$ cat src/pmwc_pkg.sv
// Purpose: Shared constants and carrier types for the power mode and wake-up controller.
// Assumes: Single 25 MHz clock domain; all control bits arrive as plain ports.
// Notes:   No register bus; software-facing bits are ports of the top module.
package pmwc_pkg;
   // ============================================================
   // Field widths and encodings
   localparam int          PMWC_NPINS       = 8;
   localparam int          PMWC_NIRQ        = 8;
   localparam logic [2:0]  PMWC_CKS_SLOW    = 3'h7;
   localparam logic [2:0]  PMWC_CKS_DIV64   = 3'h6;
   localparam logic [1:0]  PMWC_EDGE_NONE   = 2'h0;
   localparam logic [1:0]  PMWC_EDGE_RISE   = 2'h1;
   localparam logic [1:0]  PMWC_EDGE_FALL   = 2'h2;
   localparam logic [1:0]  PMWC_EDGE_BOTH   = 2'h3;
   localparam logic [6:0]  PMWC_DIV_MAX     = 7'h7F;
   localparam logic [6:0]  PMWC_DIV_ZERO    = 7'h00;
   // PLL settle time in ns, rounded up to the block's own clock cycles.
   localparam int          PMWC_PLL_SETTLE_NS  = 1000;
   localparam int          PMWC_CLK_NS         = 40;
   localparam logic [7:0]  PMWC_PLL_SETTLE_CYC =
      8'((PMWC_PLL_SETTLE_NS + PMWC_CLK_NS - 1) / PMWC_CLK_NS);

   // ============================================================
   // Carrier types
   typedef struct packed {
      logic [2:0] clock_select_field;
      logic       high_clock_idle_keep;
      logic       sub_clock_idle_keep;
      logic       sub_clock_source_select;
   } pmwc_scc_t;

   typedef struct packed {
      logic run_gate;
      logic high_gate;
      logic sub_gate;
      logic slow_sel;
   } pmwc_gate_t;

   typedef enum logic [2:0] {
      PMWC_WAKE_NONE,
      PMWC_WAKE_SYS_RESET,
      PMWC_WAKE_WDT_RESET,
      PMWC_WAKE_RESUME,
      PMWC_WAKE_SERVICE
   } pmwc_wake_t;
endpackage

$ cat src/pmwc_ctrl.sv
// Purpose: Operating-mode controller: clock select, halt modes, flags and wake-up.
// Assumes: CPU core gives one-cycle pulses for halt and clear-watchdog; pins are async.
// Notes:   Clock gating outputs are enables for an external glitch-free clock gate.
module pmwc_ctrl
   import pmwc_pkg::*;
(
   input  wire logic                 clk_in,
   input  wire logic                 arst_n_in,
   input  wire pmwc_scc_t            scc_in,
   input  wire logic                 halt_in,
   input  wire logic                 clr_wdt_in,
   input  wire logic                 wdt_enable_in,
   input  wire logic                 wdt_overflow_in,
   input  wire logic                 usb_enable_in,
   input  wire logic                 pin_reset_n_in,
   input  wire logic                 usb_reset_in,
   input  wire logic [PMWC_NPINS-1:0] port_pins_in,
   input  wire logic [PMWC_NPINS-1:0] port_a_wake_edge_low,
   input  wire logic [PMWC_NPINS-1:0] port_a_wake_edge_high,
   input  wire logic [PMWC_NIRQ-1:0] irq_req_in,
   input  wire logic [PMWC_NIRQ-1:0] irq_enable_in,
   input  wire logic                 stack_full_in,
   input  wire logic                 low_crystal_osc_stable_in,
   input  wire logic                 low_internal_rc_stable_in,
   input  wire logic                 pll_enable_in,
   output logic                      pmwc_gate_valid_out,
   output pmwc_gate_t                gate_out,
   output logic [6:0]                high_div_mask_out,
   output logic                      power_down_flag_out,
   output logic                      wdt_expiry_flag_out,
   output logic                      wdt_clear_out,
   output logic                      wdt_run_out,
   output logic                      usb_suspend_out,
   output logic                      pll_lock_flag_out,
   output pmwc_wake_t                wake_cause_out,
   output logic                      sys_reset_out,
   output logic                      wdt_reset_out,
   output logic                      irq_service_out,
   output logic                      low_power_out
);

   // ============================================================
   // Synchronisers for asynchronous pin inputs
   // Pin history resets low, so a pin idling high shows one rising edge after reset.
   // Such an edge only matters in low power, which reset never enters directly.
   logic [PMWC_NPINS-1:0] pin_s1_r;
   logic [PMWC_NPINS-1:0] pin_s2_r;
   logic [PMWC_NPINS-1:0] pin_prev_r;
   logic [1:0]            rst_s_r;

   always_ff @(posedge clk_in or negedge arst_n_in) begin
      if (!arst_n_in) begin
         pin_s1_r   <= '0;
         pin_s2_r   <= '0;
         pin_prev_r <= '0;
         rst_s_r    <= '1;
      end else begin
         pin_s1_r   <= port_pins_in;
         pin_s2_r   <= pin_s1_r;
         pin_prev_r <= pin_s2_r;
         rst_s_r    <= {rst_s_r[0], pin_reset_n_in};
      end
   end

   // ============================================================
   // Per-pin edge detection with selectable trigger edge
   logic [PMWC_NPINS-1:0] pin_hit;

   // A cleared edge select turns the pin's wake-up off.
   for (genvar i = 0; i < PMWC_NPINS; i++) begin : g_pin
      logic [1:0] sel;
      assign sel = {port_a_wake_edge_high[i], port_a_wake_edge_low[i]};
      always_comb begin
         case (sel)
            PMWC_EDGE_RISE: pin_hit[i] = pin_s2_r[i] & ~pin_prev_r[i];
            PMWC_EDGE_FALL: pin_hit[i] = ~pin_s2_r[i] & pin_prev_r[i];
            PMWC_EDGE_BOTH: pin_hit[i] = pin_s2_r[i] ^ pin_prev_r[i];
            default:        pin_hit[i] = 1'b0;
         endcase
      end
   end

   // ============================================================
   // Mode state machine
   typedef enum logic [2:0] {
      PMWC_ST_NORMAL,
      PMWC_ST_SLOW,
      PMWC_ST_SLEEP,
      PMWC_ST_IDLE_SUB,
      PMWC_ST_IDLE_BOTH,
      PMWC_ST_IDLE_HIGH
   } pmwc_state_t;

   pmwc_state_t           state_r;
   pmwc_state_t           state_nxt;
   logic [PMWC_NIRQ-1:0]  irq_armed_r;
   logic                  sub_stable;
   logic                  want_slow;
   logic                  in_lp;
   logic [PMWC_NIRQ-1:0]  irq_wake;
   logic                  pin_rst_wake;
   logic                  irq_any;
   logic                  irq_svc;
   pmwc_wake_t            cause;

   // Leaving SLOW needs no stable check here; software watches the high
   // oscillator and PLL flags before relying on the faster clock.
   assign sub_stable = scc_in.sub_clock_source_select ? low_crystal_osc_stable_in
                                                      : low_internal_rc_stable_in;
   assign want_slow  = (scc_in.clock_select_field == PMWC_CKS_SLOW);
   assign in_lp      = (state_r == PMWC_ST_SLEEP) || (state_r == PMWC_ST_IDLE_SUB) ||
                       (state_r == PMWC_ST_IDLE_BOTH) || (state_r == PMWC_ST_IDLE_HIGH);
   assign irq_wake   = irq_req_in & irq_armed_r;
   assign irq_any    = |irq_wake;
   assign irq_svc    = |(irq_wake & irq_enable_in) & ~stack_full_in;
   assign pin_rst_wake = ~rst_s_r[1];

   // Only the second flop of each synchroniser and the pin history flop feed the wake decision.
   // Wake priority: resets first, then watchdog, then interrupts, then pins.
   always_comb begin
      cause = PMWC_WAKE_NONE;
      if (in_lp) begin
         if (pin_rst_wake || usb_reset_in) begin
            cause = PMWC_WAKE_SYS_RESET;
         end else if (wdt_overflow_in) begin
            cause = PMWC_WAKE_WDT_RESET;
         end else if (irq_any && irq_svc) begin
            cause = PMWC_WAKE_SERVICE;
         end else if (irq_any || (|pin_hit)) begin
            cause = PMWC_WAKE_RESUME;
         end
      end
   end

   // Halt is taken only from a running mode; a halt seen in low power is ignored.
   always_comb begin
      state_nxt = state_r;
      case (state_r)
         PMWC_ST_NORMAL, PMWC_ST_SLOW: begin
            if (halt_in) begin
               case ({scc_in.high_clock_idle_keep, scc_in.sub_clock_idle_keep})
                  2'h0:    state_nxt = PMWC_ST_SLEEP;
                  2'h1:    state_nxt = PMWC_ST_IDLE_SUB;
                  2'h3:    state_nxt = PMWC_ST_IDLE_BOTH;
                  default: state_nxt = PMWC_ST_IDLE_HIGH;
               endcase
            end else if (want_slow && sub_stable) begin
               state_nxt = PMWC_ST_SLOW;
            end else if (!want_slow) begin
               state_nxt = PMWC_ST_NORMAL;
            end
         end
         PMWC_ST_SLEEP, PMWC_ST_IDLE_SUB, PMWC_ST_IDLE_BOTH, PMWC_ST_IDLE_HIGH: begin
            if (cause != PMWC_WAKE_NONE) begin
               state_nxt = (want_slow && sub_stable) ? PMWC_ST_SLOW : PMWC_ST_NORMAL;
            end
         end
         default: state_nxt = PMWC_ST_NORMAL;
      endcase
   end

   always_ff @(posedge clk_in or negedge arst_n_in) begin
      if (!arst_n_in) begin
         state_r <= PMWC_ST_NORMAL;
      end else begin
         state_r <= state_nxt;
      end
   end

   // Interrupts pending at halt are disarmed as wake sources for this stay.
   always_ff @(posedge clk_in or negedge arst_n_in) begin
      if (!arst_n_in) begin
         irq_armed_r <= '0;
      end else if (halt_in && !in_lp) begin
         irq_armed_r <= ~irq_req_in;
      end
   end

   // ============================================================
   // Clock gating and divider selection
   always_ff @(posedge clk_in or negedge arst_n_in) begin
      if (!arst_n_in) begin
         gate_out            <= '{run_gate: 1'b1, high_gate: 1'b1, sub_gate: 1'b1,
                                  slow_sel: 1'b0};
         pmwc_gate_valid_out <= 1'b0;
         high_div_mask_out   <= PMWC_DIV_ZERO;
         low_power_out       <= 1'b0;
      end else begin
         pmwc_gate_valid_out <= 1'b1;
         low_power_out       <= (state_nxt != PMWC_ST_NORMAL) && (state_nxt != PMWC_ST_SLOW);
         gate_out.slow_sel   <= (state_nxt == PMWC_ST_SLOW);
         // Execution gate drops in every low-power mode; state is simply held.
         gate_out.run_gate   <= (state_nxt == PMWC_ST_NORMAL) ||
                                (state_nxt == PMWC_ST_SLOW);
         gate_out.high_gate  <= (state_nxt == PMWC_ST_NORMAL) ||
                                (state_nxt == PMWC_ST_IDLE_BOTH) ||
                                (state_nxt == PMWC_ST_IDLE_HIGH);
         gate_out.sub_gate   <= (state_nxt == PMWC_ST_SLOW) ||
                                (state_nxt == PMWC_ST_NORMAL) ||
                                (state_nxt == PMWC_ST_IDLE_SUB) ||
                                (state_nxt == PMWC_ST_IDLE_BOTH);
         // Divide by 2^n: mask of counter bits that must be all ones per tick.
         // Field 111 holds the mask; it is only read while a divided rate is selected.
         if (scc_in.clock_select_field <= PMWC_CKS_DIV64) begin
            high_div_mask_out <= PMWC_DIV_MAX >>
                                 (PMWC_CKS_SLOW - scc_in.clock_select_field);
         end
      end
   end

   // ============================================================
   // Status flags
   // Halt entry wins over clear-watchdog in the same cycle.
   always_ff @(posedge clk_in or negedge arst_n_in) begin
      if (!arst_n_in) begin
         power_down_flag_out <= 1'b0;
      end else if (halt_in && !in_lp) begin
         power_down_flag_out <= 1'b1;
      end else if (clr_wdt_in) begin
         power_down_flag_out <= 1'b0;
      end
   end

   // A watchdog overflow wins over the halt clear in the same cycle.
   always_ff @(posedge clk_in or negedge arst_n_in) begin
      if (!arst_n_in) begin
         wdt_expiry_flag_out <= 1'b0;
      end else if (wdt_overflow_in) begin
         wdt_expiry_flag_out <= 1'b1;
      end else if (halt_in && !in_lp) begin
         wdt_expiry_flag_out <= 1'b0;
      end
   end

   // ============================================================
   // Watchdog, USB and wake outputs
   // Clear pulses reach the watchdog counter one cycle after halt or clear.
   always_ff @(posedge clk_in or negedge arst_n_in) begin
      if (!arst_n_in) begin
         wdt_clear_out   <= 1'b0;
         wdt_run_out     <= 1'b0;
         usb_suspend_out <= 1'b0;
         wake_cause_out  <= PMWC_WAKE_NONE;
         sys_reset_out   <= 1'b0;
         wdt_reset_out   <= 1'b0;
         irq_service_out <= 1'b0;
      end else begin
         wdt_clear_out   <= (halt_in && !in_lp) || clr_wdt_in;
         wdt_run_out     <= wdt_enable_in;
         usb_suspend_out <= usb_enable_in && ((state_nxt == PMWC_ST_SLEEP) ||
                                              (state_nxt == PMWC_ST_IDLE_SUB));
         wake_cause_out  <= cause;
         sys_reset_out   <= (cause == PMWC_WAKE_SYS_RESET);
         // Only PC and SP are reset by the core on this pulse.
         wdt_reset_out   <= (cause == PMWC_WAKE_WDT_RESET);
         irq_service_out <= (cause == PMWC_WAKE_SERVICE);
      end
   end

   // ============================================================
   // PLL lock flag: low on enable, high after settle time
   // The settle count is rounded up to whole cycles of the block clock.
   // The counter stops at that count and the flag stays high until the
   // enable drops, which clears both.
   logic [7:0] pll_cnt_r;

   always_ff @(posedge clk_in or negedge arst_n_in) begin
      if (!arst_n_in) begin
         pll_cnt_r         <= '0;
         pll_lock_flag_out <= 1'b0;
      end else if (!pll_enable_in) begin
         pll_cnt_r         <= '0;
         pll_lock_flag_out <= 1'b0;
      end else if (pll_cnt_r != PMWC_PLL_SETTLE_CYC) begin
         pll_cnt_r         <= pll_cnt_r + 8'h01;
         pll_lock_flag_out <= 1'b0;
      end else begin
         pll_lock_flag_out <= 1'b1;
      end
   end

endmodule

$ cat config.mk
export PLATFORM = sky130hd
export DESIGN_NAME = pmwc_ctrl
export DESIGN_NICKNAME = d
export VERILOG_FILES = /design/src/pmwc_pkg.sv /design/src/pmwc_ctrl.sv
export SDC_FILE = /design/constraint.sdc
export NUM_CORES = 1
export LEC_CHECK = 0
export BUFFER_PORTS_ARGS = -buffer_cell sky130_fd_sc_hd__buf_2
export CAP_MARGIN = 10
export CELL_PAD_IN_SITES_DETAIL_PLACEMENT = 1
export CELL_PAD_IN_SITES_GLOBAL_PLACEMENT = 1
export CORE_ASPECT_RATIO = 1.25
export CORE_MARGIN = 10
export CORE_UTILIZATION = 43
export DETAILED_ROUTE_END_ITERATION = 8
export PLACE_DENSITY = 0.8
export SLEW_MARGIN = 20
export SYNTH_ARGS = -nofsm -noshare
export SYNTH_HDL_FRONTEND = slang
export SYNTH_SLANG_ARGS = --single-unit
$ cat constraint.sdc
create_clock -name clk_in -period 3.6 [get_ports clk_in]
set_input_delay 0 -clock clk_in [delete_from_list [all_inputs] [get_ports clk_in]]
set_output_delay 0 -clock clk_in [all_outputs]
set_load 0.05 [all_outputs]
Yosys cells after proc, flatten, opt, wreduce, memory -nomap -nowiden
Index checks and enable logic that the tools add are counted.
{"block": "op_classes", "n_addsub": 2, "magnitude_cmp": 1, "eq_ne": 43, "n_shift": 1, "mux": 29, "n_bitwise": 46, "reduce_logical": 30}
{"cell": "$eq A2 B2 Y1 const B", "n": 17}
{"cell": "$mux W3", "n": 8}
{"cell": "$pmux W1 S3", "n": 8}
{"cell": "$reduce_or A8 Y1", "n": 3}
{"cell": "$eq A2 B1 Y1 const B", "n": 9}
{"cell": "$eq A3 B3 Y1 const B", "n": 6}
{"cell": "$not A1 Y1", "n": 18}
{"cell": "$and A1 B1 Y1", "n": 17}
{"cell": "$and A8 B8 Y8", "n": 2}
{"cell": "$mux W8", "n": 2}
{"cell": "$eq A3 B2 Y1 const B", "n": 5}
{"cell": "$logic_or A1 B1 Y1", "n": 12}
{"cell": "$eq A3 B1 Y1 const B", "n": 3}
{"cell": "$pmux W3 S3", "n": 1}
{"cell": "$add A8 B1 Y8 const B", "n": 1}
{"cell": "$mux W1", "n": 8}
{"cell": "$ne A8 B5 Y1 const B", "n": 1}
{"cell": "$not A8 Y8", "n": 1}
{"cell": "$xor A1 B1 Y1", "n": 8}
{"cell": "$shr A7 B3 Y7 const A", "n": 1}
{"cell": "$logic_not A3 Y1", "n": 2}
{"cell": "$pmux W3 S2", "n": 1}
{"cell": "$reduce_bool A3 Y1", "n": 2}
{"cell": "$logic_and A1 B1 Y1", "n": 5}
{"cell": "other kinds (10)", "n": 11}
{"block": "totals", "regBits": 70, "inputBits": 59, "out_inout_bits": 25, "word_cells": 176}

Logic depth before layout (Yosys ltp)
{"block": "depth", "ltp_word": 17, "mapped_depth": 9, "depth_no_buf": 9}

Worst setup path before layout
No wires, ideal clock.
{"block": "synth_path", "path_kind": "flip-flop to flip-flop", "startpoint": "register pin_s2_r[1]", "endpoint": "register gate_out[1] (netlist name)", "setup_ps": 75, "t_arrival_ps": 1929, "required_ps": 3525, "setup_slack_ps": 1596, "stages_incl_launch_ff": 10, "path_buffers": 0, "period_less_slack_ps": 2004, "path_cell_list": "dfrtp_1 -> inv_1 -> ha_1 -> nand3b_1 -> nand4_1 -> or3_1 -> nor4_4 -> a31oi_1 -> nor2_2 -> mux2i_1"}
{"block": "synth_between", "elab_chain_cells": 17, "word_cells_on_any_way": 22, "classes_between": "eq/ne: 3; mux: 8; bitwise: 4; reduce/logical: 7"}
{"element": "start: declaration", "line": "pmwc_ctrl.sv:47", "source": "logic [PMWC_NPINS-1:0] pin_s2_r;"}
{"element": "start signal: assignment", "line": "pmwc_ctrl.sv:59", "source": "pin_s2_r <= pin_s1_r;"}
{"element": "$not A1 Y1", "line": "pmwc_ctrl.sv:76", "source": "PMWC_EDGE_FALL: pin_hit[i] = ~pin_s2_r[i] & pin_prev_r[i];"}
{"element": "$and A1 B1 Y1", "line": "pmwc_ctrl.sv:76"}
{"element": "$pmux W1 S3 (*)", "line": "pmwc_ctrl.sv:74", "source": "case (sel)"}
{"element": "$reduce_or A8 Y1 (*)", "line": "pmwc_ctrl.sv:129", "source": "end else if (irq_any || (|pin_hit)) begin"}
{"element": "$logic_or A1 B1 Y1 (*)", "line": "pmwc_ctrl.sv:129"}
{"element": "$mux W2 (*)", "line": "pmwc_ctrl.sv:129"}
{"element": "$mux W3 (*)", "line": "pmwc_ctrl.sv:127", "source": "end else if (irq_any && irq_svc) begin"}
{"element": "$mux W3 (*)", "line": "pmwc_ctrl.sv:125", "source": "end else if (wdt_overflow_in) begin"}
{"element": "$mux W3 (*)", "line": "pmwc_ctrl.sv:123", "source": "if (pin_rst_wake || usb_reset_in) begin"}
{"element": "$mux W3 (*)", "line": "pmwc_ctrl.sv:122", "source": "if (in_lp) begin"}
{"element": "$reduce_bool A3 Y1 (*)", "line": "pmwc_ctrl.sv:154", "source": "if (cause != PMWC_WAKE_NONE) begin"}
{"element": "$mux W3 (*)", "line": "pmwc_ctrl.sv:154"}
{"element": "$pmux W3 S2 (*)", "line": "pmwc_ctrl.sv:138", "source": "case (state_r)"}
{"element": "$eq A3 B1 Y1 / $logic_not A3 Y1 (equally long branches)", "line": "pmwc_ctrl.sv:198, pmwc_ctrl.sv:199"}
{"element": "$logic_or A1 B1 Y1", "line": "pmwc_ctrl.sv:198", "source": "gate_out.sub_gate <= (state_nxt == PMWC_ST_SLOW) ||"}
{"element": "$logic_or A1 B1 Y1", "line": "pmwc_ctrl.sv:199", "source": "(state_nxt == PMWC_ST_NORMAL) ||"}
{"element": "$logic_or A1 B1 Y1 (*)", "line": "pmwc_ctrl.sv:200", "source": "(state_nxt == PMWC_ST_IDLE_SUB) ||"}
{"element": "end signal: assignment", "line": "pmwc_ctrl.sv:183", "source": "gate_out <= '{run_gate: 1'b1, high_gate: 1'b1, sub_gate: 1'b1,"}
{"element": "end: declaration", "line": "pmwc_ctrl.sv:27", "source": "output pmwc_gate_t gate_out,"}
Every way passes the cells marked *; elsewhere a longest branch is shown, timed or not.
A chain may end at the register's enable or synchronous reset.

Worst setup path after layout
{"block": "layout_path", "startpoint": "register pin_s2_r[2]", "endpoint": "register gate_out[1] (netlist name)"}
Same word-level chain as after synthesis.

==> flow_summary.ini <==
[pwr]
seq_power_share = 0.455
leakage_nw = 2.08
switchingPower_mw = 0.617
switching_share = 0.307
power_density_mw_per_mm2 = 487
pwr-share-clk = 0.347
power_frac_comb = 0.198
internal-power_mw = 1.39
ir_drop_mv = 0.293

[die]
coreArea_mm2 = 0.00702
dieWidth_um = 96.1
start_util = 0.443
die-area_mm2 = 0.0111
ios = 84
num_rows = 34
die_h_um = 115

[logic_synthesis]
synth_xor_area_frac = 0.00844
synth_compound_area_frac = 0.0965
ys_ff_latch = 70
ys_types = 45
yosys.area.top_type = dfrtp_1
synthCells = 289
synth_fa_ha_area_frac = 0.0965
synth.yosys.seq_area_share = 0.565
synth_warnings = 0
syn_nets = 372
synth.area.top_cells = dfrtp_1 (52%), ha_1 (9.7%), dfstp_2 (4.2%), inv_1 (3.5%), o21ai_0 (3.1%)
muxShareOfSynthArea = 0.00684
synth_top_area_frac = 0.523
synthesis.area_mm2 = 0.00311
synth_top_family_by_area = simple AND/OR/NAND/NOR gates
synth_area_per_cell_um2 = 10.8
synth-simple-area-share = 0.185

[drt]
ant_nets = 0
routedWlPerCell_um = 16.3
wl_um = 8160
detail_route.iter0.violations = 54
firstDrtPassIters = 4
via_per_inst = 5.06
vias = 2538
route.detailed.drc = 0

[clocking]
postCtsSetupBuffers = 0
cts_tree = built
cts_inserted_buffers = 9
htreeDepth = 3
cts_sinks = 70
cts_root_buf = clkbuf_8
clock_latency_ns = 0.34
clk_pin_slew_worst_paths_ns = 0.08
clock_path_buffers = 2

[global_routing]
grt_pass1_wl_um = 13600
grt_pass1_vias = 2842
grt_usage = 0.157
grt_max_degree = 38
grt_overflow = 0
antenna_found_initial = 0

[timing]
tightest_slew_ns = 0.724
setup_ws_ns = 1.16
hold_violations = 0
min_period_ns = 2.44
finalCritPeriodShare = 0.678
finClkSkew_ns = 0.00704
rsz0062_at_grt = false
slew_viol_final = 0
finalSetupTns_ns = 0
fmax_mhz = 410
slew_headroom = 0.517
finalSetupViolCount = 0

[hold_path]
hold_class = primary input to flip-flop

[place]
pre_cts_ws_ns = 1.12
placed_cell_area_mm2 = 0.00363
dp.cells = 459
dpl.hpwl_um = 6140
gp_congestion = 0.804
port_buffers = 83

[worst_setup_path]
crit_type = flip-flop to flip-flop
path_max_fanout = 6
cp_top_family = simple AND/OR/NAND/NOR gates
arrival_ns = 2.71
crit_buf_inv = 1
worst_setup_path_end_kind = flip-flop
start_kind = flip-flop
crit_chain = inv_1, ha_1, nor2b_1, o21ai_0, nand4_1, nor4_4, a31oi_1, nor2_2, mux2i_1
cpPeakStageDelay_ns = 0.51
cp.required_ns = 3.87
cp_slowest_cell = nor4_4

[finish]
stdcell_count = 502
area_delta_synth_final_pct = 32.6
fin_util = 0.588
n_antenna_cell = 0
fin_area_mm2 = 0.00413
drive_above_1_share = 0.272
nNetsFinal = 490

[flow_run]
cap_violations = 0

[run_status]
status = completed
-- worst reg2reg max path: stages (launching register included) --
cell	delay, ns
dfrtp_1	0.37
inv_1	0.05
ha_1	0.28
nor2b_1	0.04
o21ai_0	0.24
nand4_1	0.22
nor4_4	0.51
a31oi_1	0.18
nor2_2	0.24
mux2i_1	0.24
-- what timing repair did --
item                                   CTS  global route
hold buffers                            27             0
endpoints found under the hold margin   61             0
gates resized for setup                  0             0
-- synthesized netlist by cell type, drive strengths merged --
library cell	instances
a221oi	1
a21oi	11
clkbuf	4
o21ai	19
nand3b	4
nor4	1
nand3	15
xnor2	1
a22o	1
nor2	23
clkinv	1
nand4	6
nand2b	2
dfstp	5
o41ai	1
o21ba	1
nand4b	2
dfrtp	65
or2b	1
and3	1
ha	24
o31ai	1
mux2	1
nand2	25
o21a	2
mux2i	1
o211ai	2
o22ai	2
nor2b	12
nor3b	2
a211oi	1
or3	4
a22oi	2
a32oi	1
nor3	6
a32o	1
and2	3
inv	29
a31oi	2
conb	1
xor2	2
-- cell type report --
class	instances	area [um^2]
clock buffers	9	124
well taps	90	113
repair buffers	111	693
fillers	806	2890
flip-flops and latches	70	1760
inverters	30	113
multi-input cells	185	1230
clock inverters	7	98.8
-- layer usage --
metal | global-route usage | routed length, um | vias up | part of all wire
met2 | 0.262 | 4160 | 65 | 0.51
li1 | - | - | 1208 | -
met5 | 0 | 0 | - | 0
met3 | 0.0600 | 638 | 14 | 0.078
met4 | 0.0581 | 185 | 0 | 0.023
met1 | 0.177 | 3170 | 1251 | 0.39
-- registers in the layout, summed over array words and instances, names as in the netlist, 2 cells and up --
signal / count
pll_cnt_r: 8
state_r: 3
rst_s_r: 2
gate_out: 4
pin_prev_r: 8
pin_s1_r: 8
high_div_mask_out: 7
wake_cause_out: 3
pin_s2_r: 8
irq_armed_r: 8
-- through the flow --
| step | hold WS [ns] | power (mW) |
|---|---|---|
| after global routing | 0.0230 | 2.12 |
| after floorplan | -0.296 | 1.17 |
| after global placement | 0.0937 | 1.29 |
| after detailed placement | 0.0999 | 1.31 |
| after CTS | 0.00579 | 2.03 |
| final | 0.0101 | 2.01 |
-- cell families (layout without fill, tap and decap cells) --
| logic type | Yosys count | count (layout) |
|---|---|---|
| AND/OR/NAND/NOR | 107 | 107 |
| flip-flops | 70 | 70 |
| AO/OA/AOI/OAI | 48 | 48 |
| buffers and inverters | 34 | 157 |
| adder cells (fa/ha/maj) | 24 | 24 |
| XOR/XNOR | 3 | 3 |
| multiplexers | 2 | 2 |
| other | 1 | 1 |
-- path summary, 6_finish.rpt --
check	start	endpoint	slack, ns	depth (start not counted)
min in group asynchronous	arst_n_in	irq_armed_r[5]$_DFFE_PN0P_	0.25	2
max reg2reg	pin_s2_r[2]$_DFF_PN0_	gate_out[1]$_DFF_PN1_	1.16	9
max	pin_s2_r[2]$_DFF_PN0_	gate_out[1]$_DFF_PN1_	1.16	9
min	pll_enable_in	pll_cnt_r[6]$_DFFE_PN0N_	0.01	3
max in group asynchronous	arst_n_in	rst_s_r[1]$_DFF_PN1_	2.39	3
min reg2reg	pin_s1_r[7]$_DFF_PN0_	pin_s2_r[7]$_DFF_PN0_	0.35	0
-- power groups by stage --
stage | Combinational [mW] | Sequential (mW) | Clock, mW
final | 0.398 | 0.915 | 0.697
after CTS | 0.403 | 0.915 | 0.708
after floorplan | 0.147 | 1.02 | 0
after detailed placement | 0.379 | 0.929 | 0
after global routing | 0.441 | 0.926 | 0.750
after global placement | 0.365 | 0.925 | 0
-- cells in the final DEF (no fill, tap or decap), types with 12 or more instances in the layout --
cell           count
o21ai_0           19
buf_2             83
nor2_1            22
nand2_1           25
inv_1             29
dlygate4sd3_1     27
ha_1              24
dfrtp_1           65
nand3_1           14
nor2b_1           12
No activity file was read; power rests on OpenSTA's default activity.
